===== src/core/slsd_pkg.sv =====
// Purpose: shared constants and types of the shift/latch sink driver
// Assumes: all pins sampled on clk_in, synchronous to it
// Notes: one package for both design files
package slsd_pkg;

    localparam int unsigned SLSD_STAGES = 8;
    localparam int unsigned SLSD_FIFO_DEPTH = 16;
    localparam logic [7:0] SLSD_WORD_RST = 8'h00;
    localparam logic SLSD_BIT_RST = 1'b0;
    // previous shift and latch clock pin levels idle low
    localparam logic SLSD_CLK_IDLE = 1'b0;

    typedef logic [SLSD_STAGES-1:0] slsd_word_t;

    // host-side pins, grouped as they arrive
    typedef struct packed {
        logic serial_in;
        logic shift_clock;
        logic latch_clock;
        logic clear_n;
        logic output_enable_n;
    } slsd_pins_s;

endpackage


===== src/core/slsd_fifo.sv =====
// Purpose: synchronous FIFO with valid/ready on both sides
// Assumes: one clock, synchronous active-high reset, flush input
// Notes: full and empty derive from an occupancy counter
`timescale 1ns/1ps
module slsd_fifo
    import slsd_pkg::*;
#(
    parameter int unsigned WIDTH = 8,
    parameter int unsigned DEPTH = 16
) (
    input wire logic clk_in,
    input wire logic reset_in,
    input wire logic enable_in,
    input wire logic flush_in,
    input wire logic [WIDTH-1:0] wr_data_in,
    input wire logic wr_valid_in,
    output logic wr_ready_out,
    output logic [WIDTH-1:0] rd_data_out,
    output logic rd_valid_out,
    input wire logic rd_ready_in
);

    localparam int unsigned AW = (DEPTH > 1) ? $clog2(DEPTH) : 1;
    localparam logic [AW:0] COUNT_FULL = (AW + 1)'(DEPTH);
    localparam logic [AW-1:0] PTR_LAST = AW'(DEPTH - 1);

    logic [WIDTH-1:0] mem_q [DEPTH];
    logic [AW-1:0] wr_ptr_q;
    logic [AW-1:0] rd_ptr_q;
    logic [AW:0] count_q;
    logic push;
    logic pop;

    function automatic logic [AW-1:0] ptr_next(input logic [AW-1:0] p);
        ptr_next = (p == PTR_LAST) ? '0 : AW'(p + 1'b1);
    endfunction

    assign wr_ready_out = (count_q != COUNT_FULL);
    assign rd_valid_out = (count_q != '0);
    assign rd_data_out = mem_q[rd_ptr_q];
    assign push = wr_valid_in && wr_ready_out && enable_in;
    assign pop = rd_valid_out && rd_ready_in && enable_in;

    always_ff @(posedge clk_in) begin
        if (push) begin
            mem_q[wr_ptr_q] <= wr_data_in;
        end
    end

    always_ff @(posedge clk_in) begin
        if (reset_in || (enable_in && flush_in)) begin
            wr_ptr_q <= '0;
            rd_ptr_q <= '0;
            count_q <= '0;
        end else begin
            if (push) begin
                wr_ptr_q <= ptr_next(wr_ptr_q);
            end
            if (pop) begin
                rd_ptr_q <= ptr_next(rd_ptr_q);
            end
            if (push && !pop) begin
                count_q <= count_q + 1'b1;
            end else if (pop && !push) begin
                count_q <= count_q - 1'b1;
            end
        end
    end

endmodule


===== src/core/slsd_driver.sv =====
// Purpose: 8-stage serial shift chain, storage register, sink drivers
// Assumes: pins are synchronous to clk_in; clock pins are edge-detected
// Notes: latched words queue in a FIFO before reaching storage
`timescale 1ns/1ps

// Function
// RQ1: each shift_clock rise takes serial_in into stage 0, moves stages up.
// RQ2: chain is eight stages; serial_out shows the last stage for cascading.
// RQ3: latch_clock rise copies all stages; storage holds between rises. Code queues each rise if not full; storage pops it while storage_hold_in is low.
// RQ4: clear_n low zeroes shift chain, storage and output buffer.
// RQ5: storage passes to output buffer only while clear_n is high.
// RQ6: output enable low drives each sink from its storage bit.
// RQ7: output enable high holds all eight sinks off.
// RQ8: a sink conducts only for a one bit; zero leaves it off.
// RQ9: serial_out updates on shift_clock falling edge.
// RQ10: stage n drives channel n; first bit in lands on channel 7.
module slsd_driver
    import slsd_pkg::*;
#(
    parameter int unsigned FIFO_DEPTH = SLSD_FIFO_DEPTH
) (
    input wire logic clk_in,
    input wire logic reset_in,
    input wire logic enable_in,
    input wire slsd_pins_s pins_in,
    input wire logic storage_hold_in,
    output logic latch_ready_out,
    output logic serial_out,
    output slsd_word_t sink_level_out,
    output slsd_word_t sink_oe_out
);

    // ----------------------------------------------------------------
    // edge detection
    // ----------------------------------------------------------------
    logic shift_prev_q;
    logic latch_prev_q;
    logic shift_rise;
    logic shift_fall;
    logic latch_rise;
    logic clearing;

    always_ff @(posedge clk_in) begin
        if (reset_in) begin
            shift_prev_q <= SLSD_CLK_IDLE;
            latch_prev_q <= SLSD_CLK_IDLE;
        end else if (enable_in) begin
            shift_prev_q <= pins_in.shift_clock;
            latch_prev_q <= pins_in.latch_clock;
        end
    end

    assign shift_rise = pins_in.shift_clock && !shift_prev_q;
    assign shift_fall = !pins_in.shift_clock && shift_prev_q;
    assign latch_rise = pins_in.latch_clock && !latch_prev_q;
    assign clearing = !pins_in.clear_n;

    // ----------------------------------------------------------------
    // shift chain and serial output
    // ----------------------------------------------------------------
    slsd_word_t shift_q;
    logic serial_q;

    always_ff @(posedge clk_in) begin
        if (reset_in || (enable_in && clearing)) begin
            shift_q <= SLSD_WORD_RST; // RQ4
        end else if (enable_in && shift_rise) begin
            // stage 0 is fed, so the first bit walks to stage 7
            shift_q <= {shift_q[SLSD_STAGES-2:0], pins_in.serial_in}; // RQ1 RQ10
        end
    end

    // half-period delay gives a chained part extra hold margin
    always_ff @(posedge clk_in) begin
        if (reset_in || (enable_in && clearing)) begin
            serial_q <= SLSD_BIT_RST;
        end else if (enable_in && shift_fall) begin
            serial_q <= shift_q[SLSD_STAGES-1]; // RQ2 RQ9
        end
    end

    assign serial_out = serial_q;

    // ----------------------------------------------------------------
    // latch queue
    // ----------------------------------------------------------------
    // a latch edge while the queue is full is dropped; latch_ready_out
    // warns the host so it can slow its latch rate
    slsd_word_t queue_word;
    logic queue_valid;
    logic queue_take;

    assign queue_take = !storage_hold_in && pins_in.clear_n;

    slsd_fifo #(
        .WIDTH(SLSD_STAGES),
        .DEPTH(FIFO_DEPTH)
    ) u_queue (
        .clk_in(clk_in),
        .reset_in(reset_in),
        .enable_in(enable_in),
        .flush_in(clearing),
        .wr_data_in(shift_q),
        .wr_valid_in(latch_rise && pins_in.clear_n), // RQ3
        .wr_ready_out(latch_ready_out),
        .rd_data_out(queue_word),
        .rd_valid_out(queue_valid),
        .rd_ready_in(queue_take)
    );

    // ----------------------------------------------------------------
    // storage register and output buffer
    // ----------------------------------------------------------------
    slsd_word_t storage_q;
    slsd_word_t buffer_q;
    slsd_word_t oe_q;

    always_ff @(posedge clk_in) begin
        if (reset_in || (enable_in && clearing)) begin
            storage_q <= SLSD_WORD_RST; // RQ4
        end else if (enable_in && queue_valid && queue_take) begin
            storage_q <= queue_word; // RQ3
        end
    end

    always_ff @(posedge clk_in) begin
        if (reset_in || (enable_in && clearing)) begin
            buffer_q <= SLSD_WORD_RST; // RQ4
        end else if (enable_in) begin
            buffer_q <= storage_q; // RQ5
        end
    end

    // enable gated after the buffer so its change shows in one cycle
    always_ff @(posedge clk_in) begin
        if (reset_in) begin
            oe_q <= SLSD_WORD_RST;
        end else if (enable_in) begin
            if (pins_in.output_enable_n) begin
                oe_q <= SLSD_WORD_RST; // RQ7
            end else begin
                oe_q <= buffer_q; // RQ6 RQ8 RQ10
            end
        end
    end

    assign sink_oe_out = oe_q;
    // an open-drain sink only ever pulls low
    assign sink_level_out = SLSD_WORD_RST;

endmodule


===== config.mk =====
export PLATFORM = sky130hd
export DESIGN_NAME = slsd_driver
export DESIGN_NICKNAME = d
export VERILOG_FILES = /design/src/core/slsd_pkg.sv /design/src/core/slsd_fifo.sv /design/src/core/slsd_driver.sv
export SDC_FILE = /design/constraint.sdc
export NUM_CORES = 1
export LEC_CHECK = 0
export ABC_AREA = 1
export BUFFER_PORTS_ARGS = -buffer_cell sky130_fd_sc_hd__buf_2
export CORE_MARGIN = 3
export CORE_UTILIZATION = 40
export CTS_BUF_LIST = sky130_fd_sc_hd__clkbuf_4
export DETAILED_ROUTE_END_ITERATION = 10
export SLEW_MARGIN = 20
export SYNTH_ARGS = -nofsm -noshare
export SYNTH_HDL_FRONTEND = slang
export SYNTH_SLANG_ARGS = --single-unit

===== constraint.sdc =====
create_clock -name clk_in -period 3.35 [get_ports clk_in]
set_input_delay 0 -clock clk_in [delete_from_list [all_inputs] [get_ports clk_in]]
set_output_delay 0 -clock clk_in [all_outputs]
set_load 0.02 [all_outputs]

* Word level (Yosys, flattened, before mapping)
Memory sizes are Yosys's and may differ from the RTL's. A register that Yosys moved wholly into a read port is not among the register bits.
Index checks and enable logic that the tools add are counted.
** Word-level totals
- Register bits :: 40
- Memory bits (writable) :: 128
- Input bits :: 9
- Output and inout port bits :: 18
- Logic and storage cells :: 50
- Memories :: 1
** Operators by class
- Add/subtract/negate cells :: 4
- Eq/ne operators :: 3
- Mux-type cells :: 7
- Reductions and logical operators :: 26
** Memories
- u_queue.mem_q :: words 16, width 8, read ports 1, clocked after Yosys merged registers in 1, write ports 1, RTL line slsd_fifo.sv:27 : logic [WIDTH-1:0] mem_q [DEPTH];
** Operators by type and width (count)
- $logic_and A1 B1 Y1 :: 16
- $mux W5 :: 2
- $add A4 B1 Y4 const B :: 2
- $eq A4 B4 Y1 const B :: 2
- $mux W4 :: 2
- $mux W8 :: 1
- $logic_not A1 Y1 :: 7
- $add A5 B1 Y5 const B :: 1
- $ne A5 B5 Y1 const B :: 1
- $reduce_bool A5 Y1 :: 1
- $sub A5 B1 Y5 const B :: 1
- $mux W1 :: 2
- $reduce_bool A2 Y1 :: 1
- $logic_or A1 B1 Y1 :: 1

* Logic depth before layout (Yosys ltp)
- Depth in word-level cells :: 9
- Depth in mapped cells :: 12
- Gate-level depth less buffers :: 12

* By module
From an unflattened synthesis, not the netlist that was laid out.
** Second synthesis, totals
- Cell total of the unflattened synthesis :: 813
- Area, all modules :: 7813.7 sq um
** Modules (own cells, without submodules)
- slsd_fifo :: instances 1, cells each 625, area an instance 6328.6 sq um, seq. area each 4184.0 sq um
- slsd_driver :: instances 1, cells each 188, area an instance 1485.2 sq um, seq. area each 700.7 sq um

* Worst setup path before layout
OpenSTA, ideal clock, no wires.
- Path kind :: reg2reg
- Start :: reg u_queue.count_q[0]
- End :: reg u_queue.count_q[3]
- Library setup time :: 0.115 ns
- Data arrival time :: 2.155 ns
- Data required time :: 3.235 ns
- Setup slack :: 1.079 ns
- Cell stages (with the launch flop) :: 13
- Path buffers :: 0
- Period minus slack after synthesis :: 2.271 ns
- Cells stage by stage :: dfxtp_1 > nor2_1 > nand4_1 > nand2_1 > inv_2 > ha_1 > inv_1 > ha_1 > a21oi_1 > nand2_1 > xor2_1 > o21ai_0 > inv_1
** Between the ends
- Cells in the longest elaborated chain, start to end :: 6
- Elaborated cells between the ends (all ways) :: 15
- Those cells by class :: 2 x add/sub; 1 x eq/ne; 2 x mux; 10 x reduce/logical
** RTL lines
- from (decl) :: RTL line slsd_fifo.sv:30 : logic [AW:0] count_q;
- from (signal assigned) :: RTL line slsd_fifo.sv:63 : count_q <= count_q + 1'b1;
- from (signal assigned) :: RTL line slsd_fifo.sv:65 : count_q <= count_q - 1'b1;
- $ne A5 B5 Y1 (*) :: RTL line slsd_fifo.sv:38 : assign wr_ready_out = (count_q != COUNT_FULL);
- named net latch_ready_out :: RTL line slsd_driver.sv:27 : output logic latch_ready_out,
- $logic_and A1 B1 Y1 (*) (2 in a row) :: RTL line slsd_fifo.sv:41 : assign push = wr_valid_in && wr_ready_out && enable_in;
- named net u_queue.push :: RTL line slsd_fifo.sv:31 : logic push;
- $logic_not A1 Y1 :: RTL line slsd_fifo.sv:64 : end else if (pop && !push) begin
- $logic_and A1 B1 Y1 :: RTL line slsd_fifo.sv:64
- $reduce_bool A2 Y1 (no line)
The timed path passes the listed nets; every way through them passes the cells marked *. The select of a mux whose other input is x is not followed.
A chain may end at the register's enable or synchronous reset.

* Worst setup path after layout
- Start :: in enable_in
- End :: reg u_queue.count_q[3]
** Between the ends
- Cells in the longest elaborated chain, start to end :: 4
- Elaborated cells between the ends (all ways) :: 10
- Those cells by class :: 1 x mux; 9 x reduce/logical
** RTL lines
- from (decl) :: RTL line slsd_driver.sv:24 : input wire logic enable_in,
- $logic_and A1 B1 Y1, on equally long branches :: RTL line slsd_fifo.sv:42, slsd_fifo.sv:41
- $logic_not A1 Y1, on equally long branches :: RTL line slsd_fifo.sv:62, slsd_fifo.sv:64
- $logic_and A1 B1 Y1, on equally long branches :: RTL line slsd_fifo.sv:62, slsd_fifo.sv:64
- $mux W5 or $reduce_bool A2 Y1 (tied branches)
Parallel ways exist; a longest one is shown, timed or not.

==> flow_metrics.env <==
export IMPL_initial_core_util_pct=41.36
export IMPL_yosysSeqAreaShare_pct=63.59
export IMPL_die_w_microns=143.4
export IMPL_post_cts_resized=0
export IMPL_skew_ns=0.02462
export IMPL_postCtsSetupBuffers=0
export IMPL_powerDensity_nw_per_um2=464.1
export IMPL_final_core_util_pct=45.15
export IMPL_required_ns=3.82
export IMPL_cts_made_buffers=17
export IMPL_grt_max_degree=68
export IMPL_vias_per_cell=4.890
export IMPL_clk_latency_ns=0.58
export IMPL_final_cell_count_no_fill=1062
export IMPL_port_buffers=18
export IMPL_post_route_period_util_pct=83.74
export IMPL_wl_microns=16280
export IMPL_row_count=49
export IMPL_cp_num_buf_inv=6
export IMPL_dr_pass1_iters=7
export IMPL_die_h_microns=143.4
export IMPL_final_max_slew_viol_count=0
export IMPL_cp_start_kind="input pin"
export IMPL_drtAntennaViolNets=0
export IMPL_max_slew_margin_pct=41.63
export IMPL_finalSetupTns_ns=0
export IMPL_cts_max_path_buffers=2
export IMPL_cpLargestDelayFamily="buffers and inverters"
export IMPL_max_freq_ghz=0.3565
export IMPL_place_gp_congestion=0.8144
export IMPL_hold_buffers=16
export IMPL_area_growth_pct=9.174
export IMPL_cts_root_buf="clkbuf_4"
export IMPL_dr_total_vias=5193
export IMPL_worstPathCellList="dlygate4sd3_1 -> buf_2 -> inv_2 -> nor3_2 -> dlygate4sd3_1 -> nand2_2 -> ha_1 -> inv_1 -> ha_1 -> a21oi_1 -> nand2_1 -> xor2_1 -> o21ai_0 -> inv_1"
export IMPL_crit_slowest_cell="dlygate4sd3_1"
export IMPL_path_class="in -> reg"
export IMPL_nNetsFinal=839
export IMPL_endpoint_kind="flop"
export IMPL_syn_avg_cell_area_sq_um=9.528
export IMPL_setup_viol=0
export IMPL_die_area_sq_um=20580
export IMPL_synthCells=793
export IMPL_clock_sinks=176
export IMPL_ir_drop_v=0.0002989
export IMPL_drc=0
export IMPL_yosys_warnings=0
export IMPL_grt_pass1_vias=4907
export IMPL_worstPathMaxFanout=23
export IMPL_status="complete, no violations"
export IMPL_drtIter0Drc=347
export IMPL_htree_levels=4
export IMPL_holdWs_ns=0.3838
export IMPL_rsz0062_at_grt="no"
export IMPL_slowest_delay_ns=0.58
export IMPL_hold_violations=0
export IMPL_path_clk_slew_ns=0.15
export IMPL_worst_pin_slew_ns=0.8744
export IMPL_mostFrequentLayoutCell="nand2_1"
export IMPL_synth_distinct_cells=30
export IMPL_layout_common_cells="nand2_1, edfxtp_1, nand3_1"
export IMPL_drive_above_1_share_pct=8.403
export IMPL_overflow=0
export IMPL_core_area_sq_um=18270
export IMPL_netlist_area_sq_um=7556
export IMPL_synth_seq_cells=176
export IMPL_fin_crit_ns=2.805
export IMPL_grt_pass1_wl_microns=26190
export IMPL_ioPinCount=27
export IMPL_antenna_cells=0
export IMPL_hpwl_microns=9912
export IMPL_antenna_found_initial=0
export IMPL_power_leakage_nw=3.405
export IMPL_cap_violations=0
export IMPL_grt_usage_pct=16.69
export IMPL_wl_per_cell_microns=15.33
export IMPL_tritoncts="yes"
export IMPL_hp_class="in -> reg"
export IMPL_dp_cells=1014
export IMPL_crit_arrival_ns=3.28
## per-stage QoR
step | power [mW] | setup slack (ns) | cell area (sq um)
after floorplan | 2.577 | 1.079 | 7582
after global placement | 2.635 | 1.112 | 7797
after detailed placement | 2.636 | 1.046 | 7797
after CTS | 3.864 | 0.6189 | 8249
after global routing | 3.995 | 0.3770 | 8249
final | 3.828 | 0.5447 | 8249
## state kept, by name, summed over array words and instances (netlist names)
signal,flops
u_queue.rd_ptr_q,4
u_queue.wr_ptr_q,4
serial_out,1
buffer_q,8
shift_prev_q,1
storage_q,8
u_queue.mem_q,128
latch_prev_q,1
sink_oe_out,8
shift_q,8
u_queue.count_q,5
## cells in the mapped netlist
library cell | number | share of area (%)
nand2_1 | 235 | 12
edfxtp_1 | 128 | 51
nand3_1 | 97 | 6.4
inv_1 | 90 | 4.5
nor2_1 | 69 | 3.4
dfxtp_1 | 48 | 13
a21oi_1 | 26 | 1.7
o21ai_0 | 23 | 1.5
buf_2 | 19 | 1.3
buf_4 | 9 | 0.89
ha_1 | 9 | 1.5
clkbuf_1 | 7 | 0.35
xor2_1 | 5 | 0.58
buf_1 | 4 | 0.20
inv_2 | 3 | 0.15
a21oi_2 | 2 | 0.23
clkinv_1 | 2 | 0.099
nand2_2 | 2 | 0.17
nand4_1 | 2 | 0.17
nor3_1 | 2 | 0.13
xnor2_1 | 2 | 0.23
a211oi_1 | 1 | 0.099
buf_6 | 1 | 0.15
clkinv_4 | 1 | 0.12
conb_1 | 1 | 0.050
fa_1 | 1 | 0.26
nand3_2 | 1 | 0.13
nor3_2 | 1 | 0.13
nor3_4 | 1 | 0.22
o21ai_1 | 1 | 0.066
## per-layer routing
layer	wire length, microns	GRT usage [%]
met5	0	0
met4	280	5.649
met3	776	3.394
met2	7977	27.22
met1	7245	22.41
## cells by family (layout without fill, tap and decap cells)
kind of cell	count (synthesis)	after routing	share of synthesized area [%]
simple gates	410	410	22.47
flops	176	176	63.59
buf+inv	136	169	7.683
compound gates	53	53	3.643
fa+ha+maj	10	10	1.755
xor+xnor	7	7	0.8114
other cells	1	8	0.04963
## power by group
group / total (mW) / internal (mW) / switching [mW]
clock network: 1.23 / 0.467 / 0.762
registers: 2.39 / 2.35 / 0.0402
logic: 0.207 / 0.0715 / 0.135
total: 3.83 / 2.89 / 0.938
## layout make-up
| cell class | instances | area [sq um] |
|---|---|---|
| multi-input combinational | 488 | 2197 |
| sequential | 176 | 4806 |
| inverter | 96 | 365.4 |
| clock inverter | 14 | 156.4 |
| fill | 1771 | 10020 |
| timing repair buffer | 41 | 302.8 |
| tap | 229 | 286.5 |
| clock buffer | 18 | 135.1 |
## tightest hold or removal path: stages
cell and delay, ns:
dlygate4sd3_1 0.52, buf_2 0.13, inv_1 0.13, o21ai_0 0.10
nor2_1 0.05
## path summary, 6_finish.rpt
path	from	to	slack [ns]	depth (start not counted)
setup / recovery	enable_in	u_queue.count_q[3]	0.54	14
hold / removal	reset_in	sink_oe_out[1]	0.38	5
setup reg to reg	u_queue.count_q[0]	u_queue.count_q[3]	1.07	12
hold reg to reg	buffer_q[6]	buffer_q[6]	0.47	2
(Power assumes the default switching activity.)
